## src/hdl/ppt_pkg.sv

```systemverilog
package ppt_pkg;
  // selectable port base addresses
  localparam logic [15:0] BASE_0278 = 16'h0278;
  localparam logic [15:0] BASE_0378 = 16'h0378;
  localparam logic [15:0] BASE_03BC = 16'h03bc;
  // register offsets from the base
  localparam logic [15:0] OFF_FIFO_A = 16'h0000;
  localparam logic [15:0] OFF_STATUS = 16'h0001;
  localparam logic [15:0] OFF_CONTROL = 16'h0002;
  localparam logic [15:0] OFF_ADDR_STB = 16'h0003;
  localparam logic [15:0] OFF_DATA_LO = 16'h0004;
  localparam logic [15:0] OFF_DATA_HI = 16'h0007;
  localparam logic [15:0] OFF_FIFO_400 = 16'h0400;
  localparam logic [15:0] OFF_CFG_B = 16'h0401;
  localparam logic [15:0] OFF_EXT_CTRL = 16'h0402;
  // control register bit positions
  localparam int CTRL_DIR = 5;
  localparam int CTRL_ACK_EN = 4;
  localparam int CTRL_SEL_IN = 3;
  localparam int CTRL_INIT = 2;
  localparam int CTRL_AUTO_FEED = 1;
  localparam int CTRL_STROBE = 0;
  // values after reset
  localparam logic [5:0] CTRL_RESET = 6'h00;
  localparam logic [5:0] EXT_CTRL_RESET = 6'h00;
  localparam logic [7:0] CFG_RESET = 8'h00;
  // mode field values
  localparam logic [2:0] MODE_ISA = 3'h0;
  localparam logic [2:0] MODE_PS2 = 3'h1;
  localparam logic [2:0] MODE_SPP_FIFO = 3'h2;
  localparam logic [2:0] MODE_ECP = 3'h3;
  localparam logic [2:0] MODE_TEST = 3'h6;
  localparam logic [2:0] MODE_CFG = 3'h7;
  // fifo shape: data byte plus address tag
  localparam int FIFO_WIDTH = 9;
  localparam int FIFO_DEPTH = 32;
  typedef enum logic [1:0] {PS_IDLE = 2'b00, PS_SETUP = 2'b01, PS_STROBE = 2'b11, PS_RELEASE = 2'b10} port_state_e;
  typedef enum logic [1:0] {CYC_ADDR, CYC_DATA, CYC_DRAIN} cycle_e;
  typedef enum logic [3:0] {
    SEL_NONE, SEL_AFIFO, SEL_STATUS, SEL_CONTROL, SEL_ADDR_STB, SEL_DATA_STB,
    SEL_DFIFO, SEL_TEST_FIFO, SEL_CFG_A, SEL_CFG_B, SEL_EXT_CTRL
  } reg_sel_e;
  typedef struct packed {
    logic busy;
    logic ack_n;
    logic perror;
    logic select;
    logic fault_n;
  } periph_status_s;
  typedef struct packed {
    logic aen;
    logic ior_n;
    logic iow_n;
    logic [15:0] addr;
    logic [7:0] data;
  } host_bus_s;
endpackage

```

## src/hdl/epp_ecp_port_registers.sv

```systemverilog
// How it works
// RULE1: data lines drive out while direction bit is 0, float while 1.
// RULE2: acknowledge enable set routes ACK# onto the chosen interrupt line.
// RULE3: software writes zero to control bits 3, 1 and 0 in EPP mode.
// RULE4: init line follows control bit 2: 1 negates, 0 asserts.
// RULE5: EPP handshake alone generates strobe, auto-feed and select-in lines.
// RULE6: any access at offset 3 runs an address strobe cycle.
// RULE7: address strobe writes send the byte, reads return the peripheral byte.
// RULE8: any access to the data strobe register runs a data strobe cycle.
// RULE9: offsets 4 to 7 all decode to the data strobe register.
// RULE10: data strobe writes send the byte, reads return the peripheral byte.
// RULE11: extended control bits 7:5 hold the operating mode.
// RULE12: offset 400h maps by mode: fifos, test fifo or config A.
// RULE13: mode-restricted registers answer only when the mode field matches.
// RULE14: status, control and extended control answer in every mode; extended control is not decoded in EPP mode.
// RULE15: base address is 278h, 378h or 3BCh, offsets relative to it.
// RULE16: status bit 2 always reads as 1.
// RULE17: 3BCh base is not decoded in EPP mode.
// RULE18: strobe cycles follow the EPP wait handshake and hold the host.
// RULE19: control bits 7:6 ignore writes, read 0; writable bits reset to 0.

// synchronous fifo, first word visible on out_data
module sync_fifo #(
  parameter int WIDTH = ppt_pkg::FIFO_WIDTH,
  parameter int DEPTH = ppt_pkg::FIFO_DEPTH
) (
  // clock and reset
  input wire logic clk,
  input wire logic rst_n,
  // fill side
  input wire logic in_valid,
  output logic in_ready,
  input wire logic [WIDTH-1:0] in_data,
  // drain side
  output logic out_valid,
  input wire logic out_ready,
  output logic [WIDTH-1:0] out_data,
  // levels
  output logic full,
  output logic empty
);
  localparam int AW = $clog2(DEPTH);
  logic [WIDTH-1:0] mem [DEPTH];
  logic [AW-1:0] wr_ptr_reg;
  logic [AW-1:0] rd_ptr_reg;
  logic [AW:0] count_reg;
  logic do_push;
  logic do_pop;

  // refuse depths the pointer wrap cannot serve
  if (DEPTH < 2 || (DEPTH & (DEPTH - 1)) != 0) begin : g_bad_depth
    $error("sync_fifo depth must be a power of two of at least 2");
  end

  // flags and handshakes
  assign full = (count_reg == DEPTH[AW:0]);
  assign empty = (count_reg == '0);
  assign in_ready = !full;
  assign out_valid = !empty;
  assign out_data = mem[rd_ptr_reg];
  assign do_push = in_valid && !full;
  assign do_pop = out_ready && !empty;

  // storage
  always_ff @(posedge clk) begin
    if (do_push) begin
      mem[wr_ptr_reg] <= in_data;
    end
  end

  // pointers and fill level
  always_ff @(posedge clk or negedge rst_n) begin
    if (!rst_n) begin
      wr_ptr_reg <= '0;
      rd_ptr_reg <= '0;
      count_reg <= '0;
    end else begin
      if (do_push) begin
        wr_ptr_reg <= wr_ptr_reg + 1'b1;
      end
      if (do_pop) begin
        rd_ptr_reg <= rd_ptr_reg + 1'b1;
      end
      if (do_push && !do_pop) begin
        count_reg <= count_reg + 1'b1;
      end else if (do_pop && !do_push) begin
        count_reg <= count_reg - 1'b1;
      end
    end
  end
endmodule // sync_fifo

module epp_ecp_port_registers #(
  parameter int FIFO_DEPTH = ppt_pkg::FIFO_DEPTH
) (
  // clock and reset
  input wire logic clk,
  input wire logic nrst,
  // host i/o bus
  input wire ppt_pkg::host_bus_s host_bus,
  output logic [7:0] host_data_bus_out,
  output logic host_data_bus_oe_n,
  output logic io_wait_oe_n,
  // straps
  input wire logic [1:0] base_select,
  input wire logic epp_mode,
  input wire logic irq_select,
  // interrupts
  output logic irq_line_a,
  output logic irq_line_b,
  // parallel port
  input wire logic [7:0] port_data_lines_in,
  output logic [7:0] port_data_lines_out,
  output logic port_data_lines_oe_n,
  input wire ppt_pkg::periph_status_s periph,
  output logic strobe_n,
  output logic autofd_n,
  output logic selectin_n,
  output logic init_n
);
  logic [1:0] rst_pipe;
  logic rst_n;
  ppt_pkg::host_bus_s hb_meta;
  ppt_pkg::host_bus_s hb_sync;
  ppt_pkg::periph_status_s ps_meta;
  ppt_pkg::periph_status_s ps_sync;
  logic [7:0] pin_data_meta;
  logic [7:0] pin_data_sync;
  logic [3:0] cfg_meta;
  logic [3:0] cfg_sync;
  logic rd_prev;
  logic wr_prev;
  logic go_rd;
  logic go_wr;
  logic go_any;
  logic cfg_epp;
  ppt_pkg::reg_sel_e acc_sel;
  logic [5:0] ctrl_reg;
  logic [5:0] ext_ctrl_reg;
  logic [2:0] mode;
  logic [7:0] cfg_a_reg;
  logic [7:0] cfg_b_reg;
  logic [7:0] rd_data_reg;
  logic host_oe_reg;
  logic push_pending_reg;
  logic [ppt_pkg::FIFO_WIDTH-1:0] push_word_reg;
  logic fifo_in_ready;
  logic fifo_out_valid;
  logic fifo_out_ready;
  logic [ppt_pkg::FIFO_WIDTH-1:0] fifo_out_data;
  logic fifo_full;
  logic fifo_empty;
  logic is_fifo_sel;
  logic host_pop;
  logic drain_start;
  logic epp_go;
  logic epp_read_done;
  ppt_pkg::port_state_e port_state_reg;
  ppt_pkg::cycle_e cycle_reg;
  logic cyc_read_reg;
  logic tag_reg;
  logic wait_reg;
  logic [7:0] pin_data_out_reg;
  logic ack_irq;
  logic active;

  // register decode from base, offset and mode field
  function automatic ppt_pkg::reg_sel_e decode(input logic [15:0] a, input logic [1:0] bsel,
                                              input logic epp, input logic [2:0] md);
    logic [15:0] base;
    logic [15:0] off;
    decode = ppt_pkg::SEL_NONE;
    if (bsel == 2'h0) begin
      base = ppt_pkg::BASE_0278; // see RULE15
    end else if (bsel == 2'h1) begin
      base = ppt_pkg::BASE_0378;
    end else begin
      base = ppt_pkg::BASE_03BC;
    end
    off = a - base;
    if (bsel == 2'h3 || (epp && bsel == 2'h2)) begin
      decode = ppt_pkg::SEL_NONE; // see RULE17
    end else if (off == ppt_pkg::OFF_STATUS) begin
      decode = ppt_pkg::SEL_STATUS; // see RULE14
    end else if (off == ppt_pkg::OFF_CONTROL) begin
      decode = ppt_pkg::SEL_CONTROL;
    end else if (epp) begin
      if (off == ppt_pkg::OFF_ADDR_STB) begin
        decode = ppt_pkg::SEL_ADDR_STB;
      end else if (off >= ppt_pkg::OFF_DATA_LO && off <= ppt_pkg::OFF_DATA_HI) begin
        decode = ppt_pkg::SEL_DATA_STB; // see RULE9
      end
    end else if (off == ppt_pkg::OFF_EXT_CTRL) begin
      decode = ppt_pkg::SEL_EXT_CTRL;
    end else if (off == ppt_pkg::OFF_FIFO_A && md == ppt_pkg::MODE_ECP) begin
      decode = ppt_pkg::SEL_AFIFO; // see RULE13
    end else if (off == ppt_pkg::OFF_FIFO_400) begin
      if (md == ppt_pkg::MODE_SPP_FIFO || md == ppt_pkg::MODE_ECP) begin
        decode = ppt_pkg::SEL_DFIFO; // see RULE12
      end else if (md == ppt_pkg::MODE_TEST) begin
        decode = ppt_pkg::SEL_TEST_FIFO;
      end else if (md == ppt_pkg::MODE_CFG) begin
        decode = ppt_pkg::SEL_CFG_A;
      end
    end else if (off == ppt_pkg::OFF_CFG_B && md == ppt_pkg::MODE_CFG) begin
      decode = ppt_pkg::SEL_CFG_B;
    end
  endfunction

  // reset release through two flops
  always_ff @(posedge clk or negedge nrst) begin
    if (!nrst) begin
      rst_pipe <= 2'b00;
    end else begin
      rst_pipe <= {rst_pipe[0], 1'b1};
    end
  end
  assign rst_n = rst_pipe[1];

  // two-flop synchronisers for every pin input
  always_ff @(posedge clk or negedge rst_n) begin
    if (!rst_n) begin
      hb_meta <= '1;
      hb_sync <= '1;
      ps_meta <= '1;
      ps_sync <= '1;
      pin_data_meta <= 8'h00;
      pin_data_sync <= 8'h00;
      cfg_meta <= 4'h0;
      cfg_sync <= 4'h0;
    end else begin
      hb_meta <= host_bus;
      hb_sync <= hb_meta;
      ps_meta <= periph;
      ps_sync <= ps_meta;
      pin_data_meta <= port_data_lines_in;
      pin_data_sync <= pin_data_meta;
      cfg_meta <= {base_select, epp_mode, irq_select};
      cfg_sync <= cfg_meta;
    end
  end

  // falling edges of the host strobes start an access
  always_ff @(posedge clk or negedge rst_n) begin
    if (!rst_n) begin
      rd_prev <= 1'b1;
      wr_prev <= 1'b1;
    end else begin
      rd_prev <= hb_sync.ior_n;
      wr_prev <= hb_sync.iow_n;
    end
  end
  assign go_rd = rd_prev && !hb_sync.ior_n && !hb_sync.aen;
  assign go_wr = wr_prev && !hb_sync.iow_n && !hb_sync.aen;
  assign go_any = go_rd || go_wr;
  assign cfg_epp = cfg_sync[1];
  assign mode = ext_ctrl_reg[5:3]; // see RULE11
  assign acc_sel = decode(hb_sync.addr, cfg_sync[3:2], cfg_epp, mode);
  assign is_fifo_sel = (acc_sel == ppt_pkg::SEL_AFIFO) || (acc_sel == ppt_pkg::SEL_DFIFO) ||
                       (acc_sel == ppt_pkg::SEL_TEST_FIFO);
  assign host_pop = go_rd && is_fifo_sel;
  assign epp_go = go_any && port_state_reg == ppt_pkg::PS_IDLE &&
                  (acc_sel == ppt_pkg::SEL_ADDR_STB || acc_sel == ppt_pkg::SEL_DATA_STB);
  assign epp_read_done = port_state_reg == ppt_pkg::PS_STROBE && ps_sync.busy &&
                         cyc_read_reg && cycle_reg != ppt_pkg::CYC_DRAIN;

  // register writes, read data and host bus drive
  always_ff @(posedge clk or negedge rst_n) begin
    if (!rst_n) begin
      ctrl_reg <= ppt_pkg::CTRL_RESET; // see RULE19
      ext_ctrl_reg <= ppt_pkg::EXT_CTRL_RESET;
      cfg_a_reg <= ppt_pkg::CFG_RESET;
      cfg_b_reg <= ppt_pkg::CFG_RESET;
      rd_data_reg <= 8'h00;
      host_oe_reg <= 1'b0;
    end else begin
      if (go_wr) begin
        if (acc_sel == ppt_pkg::SEL_CONTROL) begin
          ctrl_reg <= hb_sync.data[5:0]; // see RULE19
        end else if (acc_sel == ppt_pkg::SEL_EXT_CTRL) begin
          ext_ctrl_reg <= hb_sync.data[7:2]; // see RULE11
        end else if (acc_sel == ppt_pkg::SEL_CFG_A) begin
          cfg_a_reg <= hb_sync.data;
        end else if (acc_sel == ppt_pkg::SEL_CFG_B) begin
          cfg_b_reg <= hb_sync.data;
        end
      end
      if (go_rd) begin
        case (acc_sel)
          ppt_pkg::SEL_STATUS: rd_data_reg <= {!ps_sync.busy, ps_sync.ack_n, ps_sync.perror,
                                                ps_sync.select, ps_sync.fault_n, 1'b1, 2'b00}; // see RULE16
          ppt_pkg::SEL_CONTROL: rd_data_reg <= {2'b00, ctrl_reg}; // see RULE19
          ppt_pkg::SEL_EXT_CTRL: rd_data_reg <= {ext_ctrl_reg, fifo_full, fifo_empty};
          ppt_pkg::SEL_CFG_A: rd_data_reg <= cfg_a_reg;
          ppt_pkg::SEL_CFG_B: rd_data_reg <= cfg_b_reg;
          ppt_pkg::SEL_AFIFO, ppt_pkg::SEL_DFIFO, ppt_pkg::SEL_TEST_FIFO: begin
            rd_data_reg <= fifo_out_valid ? fifo_out_data[7:0] : 8'h00;
          end
          default: rd_data_reg <= rd_data_reg;
        endcase
      end else if (epp_read_done) begin
        rd_data_reg <= pin_data_sync; // see RULE7
      end
      if (go_rd && acc_sel != ppt_pkg::SEL_NONE) begin
        host_oe_reg <= 1'b1;
      end else if (hb_sync.ior_n) begin
        host_oe_reg <= 1'b0; // see RULE14
      end
    end
  end
  assign host_data_bus_out = rd_data_reg;
  assign host_data_bus_oe_n = !host_oe_reg;

  // host writes into the fifo wait for room
  always_ff @(posedge clk or negedge rst_n) begin
    if (!rst_n) begin
      push_pending_reg <= 1'b0;
      push_word_reg <= '0;
    end else if (go_wr && is_fifo_sel) begin
      push_pending_reg <= 1'b1;
      push_word_reg <= {acc_sel == ppt_pkg::SEL_AFIFO, hb_sync.data};
    end else if (push_pending_reg && fifo_in_ready) begin
      push_pending_reg <= 1'b0;
    end
  end

  // transmit fifo between host and port
  sync_fifo #(
    .WIDTH(ppt_pkg::FIFO_WIDTH),
    .DEPTH(FIFO_DEPTH)
  ) sync_fifo_inst (
    .clk(clk),
    .rst_n(rst_n),
    .in_valid(push_pending_reg),
    .in_ready(fifo_in_ready),
    .in_data(push_word_reg),
    .out_valid(fifo_out_valid),
    .out_ready(fifo_out_ready),
    .out_data(fifo_out_data),
    .full(fifo_full),
    .empty(fifo_empty)
  );
  assign drain_start = port_state_reg == ppt_pkg::PS_IDLE && !cfg_epp && fifo_out_valid && !host_pop &&
                       !ctrl_reg[ppt_pkg::CTRL_DIR] &&
                       (mode == ppt_pkg::MODE_SPP_FIFO || mode == ppt_pkg::MODE_ECP);
  assign fifo_out_ready = host_pop || drain_start;

  // port handshake: setup, strobe until busy, release until not busy
  always_ff @(posedge clk or negedge rst_n) begin
    if (!rst_n) begin
      port_state_reg <= ppt_pkg::PS_IDLE;
      cycle_reg <= ppt_pkg::CYC_ADDR;
      cyc_read_reg <= 1'b0;
      tag_reg <= 1'b0;
      wait_reg <= 1'b0;
      pin_data_out_reg <= 8'h00;
    end else begin
      case (port_state_reg)
        ppt_pkg::PS_IDLE: begin
          if (epp_go) begin
            cycle_reg <= (acc_sel == ppt_pkg::SEL_ADDR_STB) ? ppt_pkg::CYC_ADDR : ppt_pkg::CYC_DATA; // see RULE6
            cyc_read_reg <= go_rd;
            wait_reg <= 1'b1; // see RULE18
            if (go_wr) begin
              pin_data_out_reg <= hb_sync.data; // see RULE10
            end
            port_state_reg <= ppt_pkg::PS_SETUP; // see RULE8
          end else if (drain_start) begin
            cycle_reg <= ppt_pkg::CYC_DRAIN;
            cyc_read_reg <= 1'b0;
            pin_data_out_reg <= fifo_out_data[7:0];
            tag_reg <= fifo_out_data[8];
            port_state_reg <= ppt_pkg::PS_SETUP;
          end
        end
        ppt_pkg::PS_SETUP: port_state_reg <= ppt_pkg::PS_STROBE;
        ppt_pkg::PS_STROBE: begin
          if (ps_sync.busy) begin
            port_state_reg <= ppt_pkg::PS_RELEASE; // see RULE18
          end
        end
        ppt_pkg::PS_RELEASE: begin
          if (!ps_sync.busy) begin
            port_state_reg <= ppt_pkg::PS_IDLE;
            wait_reg <= 1'b0;
          end
        end
        default: port_state_reg <= ppt_pkg::PS_IDLE;
      endcase
    end
  end
  assign io_wait_oe_n = !(wait_reg || (push_pending_reg && !fifo_in_ready));

  // port control lines: handshake in EPP, control bits and fifo drain cycles otherwise
  assign active = port_state_reg != ppt_pkg::PS_IDLE;
  always_comb begin
    if (cfg_epp) begin
      strobe_n = !(active && !cyc_read_reg); // see RULE5
      autofd_n = !(port_state_reg == ppt_pkg::PS_STROBE && cycle_reg == ppt_pkg::CYC_DATA);
      selectin_n = !(port_state_reg == ppt_pkg::PS_STROBE && cycle_reg == ppt_pkg::CYC_ADDR);
    end else begin
      strobe_n = !(ctrl_reg[ppt_pkg::CTRL_STROBE] ||
                   (cycle_reg == ppt_pkg::CYC_DRAIN && port_state_reg == ppt_pkg::PS_STROBE));
      autofd_n = !(ctrl_reg[ppt_pkg::CTRL_AUTO_FEED] || (cycle_reg == ppt_pkg::CYC_DRAIN && active && tag_reg));
      selectin_n = !ctrl_reg[ppt_pkg::CTRL_SEL_IN];
    end
  end
  assign init_n = ctrl_reg[ppt_pkg::CTRL_INIT]; // see RULE4
  assign port_data_lines_out = pin_data_out_reg;
  assign port_data_lines_oe_n = ctrl_reg[ppt_pkg::CTRL_DIR]; // see RULE1

  // acknowledge interrupt to the strapped line
  assign ack_irq = ctrl_reg[ppt_pkg::CTRL_ACK_EN] && !ps_sync.ack_n; // see RULE2
  assign irq_line_a = ack_irq && !cfg_sync[0];
  assign irq_line_b = ack_irq && cfg_sync[0];
endmodule // epp_ecp_port_registers

```

## config.mk

```make
export PLATFORM = sky130hd
export DESIGN_NAME = epp_ecp_port_registers
export DESIGN_NICKNAME = d
export VERILOG_FILES = /design/src/hdl/ppt_pkg.sv /design/src/hdl/epp_ecp_port_registers.sv
export SDC_FILE = /design/constraint.sdc
export NUM_CORES = 1
export LEC_CHECK = 0
export BUFFER_PORTS_ARGS = -buffer_cell sky130_fd_sc_hd__buf_2
export CAP_MARGIN = 5
export CORE_MARGIN = 1
export CORE_UTILIZATION = 60
export CTS_CLUSTER_SIZE = 10
export DETAILED_ROUTE_END_ITERATION = 8
export GPL_ROUTABILITY_DRIVEN = 0
export PLACE_DENSITY = 0.75
export SLEW_MARGIN = 20
export SYNTH_ARGS = -nofsm -noshare
export SYNTH_HDL_FRONTEND = slang
export SYNTH_SLANG_ARGS = --single-unit
```

## constraint.sdc

```tcl
create_clock -name clk -period 16.05 [get_ports clk]
set_clock_uncertainty 0.15 [all_clocks]
set_input_delay 0.8025 -clock clk [delete_from_list [all_inputs] [get_ports clk]]
set_output_delay 0.8025 -clock clk [all_outputs]
set_load 0.05 [all_outputs]
```

==> results of run 1 <==
==> layer usage <==
| layer | vias to the layer above | part of all wire [%] |
|---|---|---|
| li1 | 4346 | - |
| met4 | 2 | 3.4 |
| met3 | 90 | 6.2 |
| met1 | 5119 | 41 |
| met2 | 392 | 49 |
| met5 | - | 0.047 |
==> logic make-up after synthesis <==
kind of cell / after synthesis / share of synthesized area [%]
mux: 138 / 13.9
flops: 458 / 70.4
buf+inv: 63 / 1.42
compound gates: 129 / 5.76
other cells: 1 / 0.0203
simple gates: 243 / 6.82
xor+xnor: 13 / 0.618
fa+ha+maj: 15 / 1.06
==> where the power goes <==
part | internal (mW) | switching [mW] | total [mW]
Sequential | 1.27 | 0.0132 | 1.28
Combinational | 0.0158 | 0.0341 | 0.0498
Clock | 0.614 | 0.439 | 1.05
Total | 1.90 | 0.486 | 2.38
==> cells in the mapped netlist (5+ instances only) <==
master,n
a211o_1,10
a21oi_1,24
a221oi_1,6
a22oi_1,5
and2_1,6
buf_1,10
buf_2,5
clkbuf_1,27
dfrtp_1,104
dfstp_2,66
edfxtp_1,288
ha_1,14
inv_1,17
mux2_1,12
mux2_2,27
mux2i_1,9
mux4_2,90
nand2_1,55
nand3_1,12
nand3b_1,5
nand4_1,11
nor2_1,72
nor2b_1,7
nor3_1,20
nor3b_1,11
nor4_1,5
o211ai_1,5
o21ai_0,15
or3_1,6
xnor2_1,10
==> final cells by class <==
class                           instances  area (um^2)
Inverter                               18         67.6
Multi-Input combinational cell        539         5190
Clock inverter                          3         47.5
Sequential cell                       458        13000
Timing Repair Buffer                   78          413
Tap cell                              390          488
Fill cell                            1913         9290
Clock buffer                           85         1460
==> per-stage QoR <==
step | hold WS, ps | power, mW
finish | 178 | 2.38
global route | 163 | 2.45
global placement | 186 | 1.35
detailed placement | 186 | 1.35
floorplan | 181 | 1.33
CTS | 161 | 2.40
==> worst min-delay path by stage <==
stage,from,end,slack [ps],cells past startpoint
2_1_floorplan,cfg_meta[0]$_DFF_PN0_,cfg_sync[0]$_DFF_PN0_,180,0
3_3_place_gp,pin_data_meta[1]$_DFF_PN0_,pin_data_sync[1]$_DFF_PN0_,190,0
3_5_place_dp,pin_data_meta[7]$_DFF_PN0_,pin_data_sync[7]$_DFF_PN0_,190,0
4_1_cts,host_bus[0],hb_meta[0]$_DFF_PN1_,160,1
5_1_grt,host_bus[4],hb_meta[4]$_DFF_PN1_,160,1
6_report,host_bus[0],hb_meta[0]$_DFF_PN1_,180,1
==> out/qor.yml, run 1 <==
cts_sinks: 458
worstPathRequired_ps: 16340
worst_pin_slew_ps: 1130
path_buf_inv: 3
wirelength_mm: 38.6
die_w_um: 177
clk_path_buf_depth: 3
avgSynthCellArea_um2: 17.4
cp_slowest_cell: "nor3_1"
hpwlAfterDp_mm: 24.7
setup_viol: 0
clk_pin_slew_worst_paths_ps: 60
drc_errors: 0
syn_area_mm2: 0.0184
hold_viol: 0
power_density_mw_per_mm2: 115
r2r-start: "cfg_sync[3]$_DFF_PN0_"
top_usage_layer: "met2"
grtUsageMet1_pct: 35.6
placed_cells: 1482
final_util_pct: 69.0
use_met2_pct: 42.2
crit_chain: "inv_1 -> ha_1 -> a21oi_1 -> a211oi_2 -> nor3_1 -> nor2_1 -> o211ai_1 -> nand2_1 -> nor2_2 -> a31o_2 -> inv_1 -> ha_1 -> inv_1 -> ha_1 -> a21o_1 -> a21oi_1 -> o21bai_1 -> a21oi_1 -> xnor2_1 -> nor2_1 -> xor2_1"
crit_end: "sync_fifo_inst.count_reg[5]$_DFFE_PN0P_"
grt_use_total_pct: 25.8
largest_register_ff_count: 288
synth.area.top_cells: "edfxtp_1, dfrtp_1, mux4_2, dfstp_2, mux2_2"
maxCapViolations: 0
grt_max_degree: 64
mostFrequentLayoutCell: "edfxtp_1"
first_global_vias: 10200
htree_levels: 2
clk_latency_ps: 570
fin_tns_setup_ps: 0
cts_tree: "done"
cp_top_family: "compound AO/OA/AOI/OAI gates"
postSynth.topFlopCell: "edfxtp_1"
start_util_pct: 61.5
fmax_ghz: 0.186
drt_first_iter_violations: 1002
first_pass_iters: 9
cp.depth: 21
die_y_um: 177
ant_nets: 0
grt.met3_usage_pct: 3.80
antenna_found_initial: 1
cts_buffers: 52
crit_path_end_kind: "flop"
ys_ff_latch: 458
ir_worst_vdd_mv: 0.103
wire_per_inst_um: 24.5
relSlewSlack_pct: 24.7
maxSlewViolCount: 0
r2r_end: "sync_fifo_inst.count_reg[5]$_DFFE_PN0P_"
stdcell_count: 1571
rsz0062_at_grt: "no"
portBuffers: 70
p_leak_nw: 6.65
grt_first_pass_wirelength_mm: 59.9
hold_path_class: "input pin to flop"
die_area_mm2: 0.0314
ys_seq_area_share_pct: 70.4
synth_top_cell_by_area: "edfxtp_1"
slowest_delay_ps: 670
gr-total-overflow: 0
top_regs: "sync_fifo_inst.mem (288), hb_meta (27), hb_sync (27)"
root_buffer: "clkbuf_16"
async_flop_share_pct: 37.1
cts_resized: 0
synth_cell_types: 93
start_kind: "flop"
pre_cts_slack_ps: 10790
vias_per_cell: 6.33
synth_edf_count: 288
finalCritPeriodShare_pct: 33.4
n_antenna_cell: 0
io_pins: 71
min_period_ps: 5370
postLayoutCellArea_mm2: 0.0207
rows: 63
worstSetupStartpoint: "cfg_sync[3]$_DFF_PN0_"
synth_top_area_share_pct: 46.9
core_area_mm2: 0.0300
syn_nets: 1121
worstRegToRegCells: 21
worst-path-max-fanout: 10
area_growth_pct: 12.1
mostFrequentLayoutCells: "edfxtp_1, dfrtp_1, mux4_2"
setup_ws_ps: 10680
nets: 1208
holdBufCountCts: 1
postCtsSetupRepairBufs: 0
worstPathArrival_ps: 5660
outcome: "completed"
netlist_instances: 1060
top_register: "sync_fifo_inst.mem"
vias: 9949
worstSetupPathType: "flop to flop"
regToRegSetupSlack_ps: 10680
ys_warn_count: 0
place_area_mm2: 0.0191
drive_gt1_share_pct: 30.5
No activity file was read; power rests on OpenSTA's default activity.
==> inputs of run 2 (changes only) <==
clock period = 5.2 ns   (was 16.05 ns; I/O delays follow)
==> run 2 against run 1 <==
Clock-buffer cell count is 9 higher. Clock power grew to 3.1 times the previous value. Die area stayed put. Wire length is 5.4% higher. Critical endpoint unchanged.
==> out/qor.yml, run 2 (synthesis results as in run 1) <==
worst_pin_slew_ps: 1110  # -16.9 ps
postLayoutCellArea_mm2: 0.0213  # +3.2%
area_growth_pct: 15.6
worstPathRequired_ps: 5490  # -10,850 ps
die_y_um: 177  # unchanged
met3_length_mm: 2.59  # +9.2%
maxSlewViolCount: 0  # unchanged
worstSetupPathType: "flop to flop"
nets: 1267  # +4.9%
power_density_mw_per_mm2: 347  # +200%
clk_latency_ps: 570  # about the same
htree_levels: 2  # unchanged
antenna_found_initial: 0  # -1
slowest_delay_ps: 510  # -160 ps
hold_viol: 0  # unchanged
top_register: "sync_fifo_inst.mem"
cts_tree: "done"
core_area_mm2: 0.0300  # unchanged
cts_buffers: 51  # -1.9%
seqCellArea_mm2: 0.0130  # about the same
placed_cells: 1493  # +0.74%
cts_sinks: 458  # unchanged
grt_first_pass_wirelength_mm: 61.8  # +3.2%
drt_first_iter_violations: 1238  # +24%
n_antenna_cell: 0  # unchanged
die_area_mm2: 0.0314  # unchanged
crit_chain: "inv_1 -> ha_1 -> inv_1 -> ha_1 -> nand4_1 -> a211oi_2 -> o21a_2 -> o21ai_2 -> a2111oi_4 -> buf_4 -> nor3_4 -> a31o_2 -> inv_1 -> ha_1 -> inv_1 -> ha_1 -> a21o_1 -> a21oi_1 -> o21bai_1 -> a21oi_1 -> xnor2_1 -> nor2_1 -> xor2_1"
start_kind: "flop"
crit_path_end_kind: "flop"
maxCapViolations: 0  # unchanged
finalCritPeriodShare_pct: 94.6  # +61 points
drive_gt1_share_pct: 30.2  # -0.30 points
setup_ws_ps: 279  # -10,400 ps
portBuffers: 70  # unchanged
fin_tns_setup_ps: 0  # unchanged
p_leak_nw: 6.92  # +4.1%
top_layer: "met4"
fillers: 1844  # -3.6%
first_pass_iters: 6  # -3
r2r-start: "hb_sync[10]$_DFF_PN1_"
drt-met1-wl_mm: 16.6  # +4.3%
mostFrequentLayoutCell: "edfxtp_1"
drc_errors: 0  # unchanged
clk_pin_slew_worst_paths_ps: 60  # about the same
r2r_end: "sync_fifo_inst.count_reg[5]$_DFFE_PN0P_"
ir_worst_vdd_mv: 0.255  # +150%
first_global_vias: 10500  # +2.4%
root_buffer: "clkbuf_16"
hpwlAfterDp_mm: 24.9  # +0.54%
fmax_ghz: 0.203  # +9.1%
stdcell_count: 1639  # +4.3%
wl_met2_mm: 20.2  # +7.0%
setup_viol: 0  # unchanged
vias: 10400  # +4.9%
cp_slowest_cell: "dfstp_2"
rsz0062_at_grt: "no"
largest_register_ff_count: 288  # unchanged
gr-total-overflow: 0  # unchanged
path_buf_inv: 5  # +2
multi_input_area_mm2: 0.00522  # +0.58%
mostFrequentLayoutCells: "edfxtp_1, dfrtp_1, mux4_2"
worst-path-max-fanout: 6  # -4
clk_path_buf_depth: 3  # unchanged
wire_per_inst_um: 24.8  # +0.98%
grt_max_degree: 91  # +42%
place_area_mm2: 0.0193  # +0.63%
cp_top_family: "compound AO/OA/AOI/OAI gates"
rows: 63  # unchanged
worstRegToRegCells: 23  # +9.5%
worstPathArrival_ps: 5210  # -450 ps
pre_cts_slack_ps: 312  # -10,480 ps
grt_use_total_pct: 26.7  # +0.98 points
start_util_pct: 61.5  # unchanged
top_regs: "sync_fifo_inst.mem (288), hb_meta (27), hb_sync (27)"
regToRegSetupSlack_ps: 280  # -10,400 ps
outcome: "completed"
ant_nets: 0  # unchanged
vias_per_cell: 6.37  # +0.55%
die_w_um: 177  # unchanged
wirelength_mm: 40.6  # +5.4%
min_period_ps: 4920  # -447 ps
hold_path_class: "flop to asynchronous set/reset pin"
relSlewSlack_pct: 23.9  # -0.79 points
io_pins: 71  # unchanged
## run 2: changes by cell type in the layout (fill, tap and decap cells not counted), sizes merged
cell,previous run,this run
buf,77,92
clkbuf,85,94
dlygate4sd3,1,46
inv,19,18
## run 2: through the flow
step / hold WS [ps] / utilization [%] / power (mW)
after global routing: 99.4 / 71.2 / 7.61
after floorplan: -186 / - / 4.10
after detailed placement: -101 / 64.3 / 4.17
after global placement: -105 / 64.3 / 4.16
final: 76.9 / 71.2 / 7.40
after CTS: 167 / 70.9 / 7.43
## run 2: worst max path at each step
stage,startpoint,end,slack (ps),cells after the start
after floorplan,rst_pipe[1]$_DFF_PN0_,cfg_a_reg[0]$_DFFE_PN0P_,80,0
after global placement,hb_sync[10]$_DFF_PN1_,sync_fifo_inst.count_reg[5]$_DFFE_PN0P_,450,23
after detailed placement,hb_sync[10]$_DFF_PN1_,sync_fifo_inst.count_reg[5]$_DFFE_PN0P_,310,23
after CTS,hb_sync[10]$_DFF_PN1_,sync_fifo_inst.count_reg[5]$_DFFE_PN0P_,290,23
after global routing,cfg_sync[3]$_DFF_PN0_,sync_fifo_inst.count_reg[5]$_DFFE_PN0P_,5,21
final,hb_sync[10]$_DFF_PN1_,sync_fifo_inst.count_reg[5]$_DFFE_PN0P_,280,23
## run 2: power breakdown
part	switching [mW]	leakage, nW	internal [mW]
sequential	0.0348	4.10	3.90
combinational	0.121	2.11	0.0772
clock	1.38	0.709	1.88
## run 2: final cells by class
type,instances,share of cell area (%)
sequential,458,61.0
multi-input combinational,539,24.5
clock buffer,94,6.84
timing repair buffer,138,4.85
tap,390,2.29
inverter,18,0.317
clock inverter,2,0.217
## run 2: repair_timing
item                                    in CTS  in global routing
endpoints found under the setup margin       0                  1
hold buffers                                46                  0
gates resized for setup                      0                  6
hold endpoints to repair                    46                  0
buffers inserted                             0                  3
## run 2: layer usage
layer / up-vias / GRT usage, %
met2: 471 / 44.1
met4: 0 / 8.87
met1: 5414 / 37.2
met3: 78 / 3.76
met5: - / 0
li1: 4474 / -
## run 2: worst register-to-register path, stage by stage (launching register included)
cell and delay, ps:
dfstp_2 510, inv_1 40, ha_1 210, inv_1 60, ha_1 190, nand4_1 180, a211oi_2 390, o21a_2 280
o21ai_2 130, a2111oi_4 420, buf_4 240, nor3_4 60, a31o_2 280, inv_1 80, ha_1 170, inv_1 110
ha_1 290, a21o_1 180, a21oi_1 230, o21bai_1 90, a21oi_1 170, xnor2_1 130, nor2_1 60, xor2_1 150
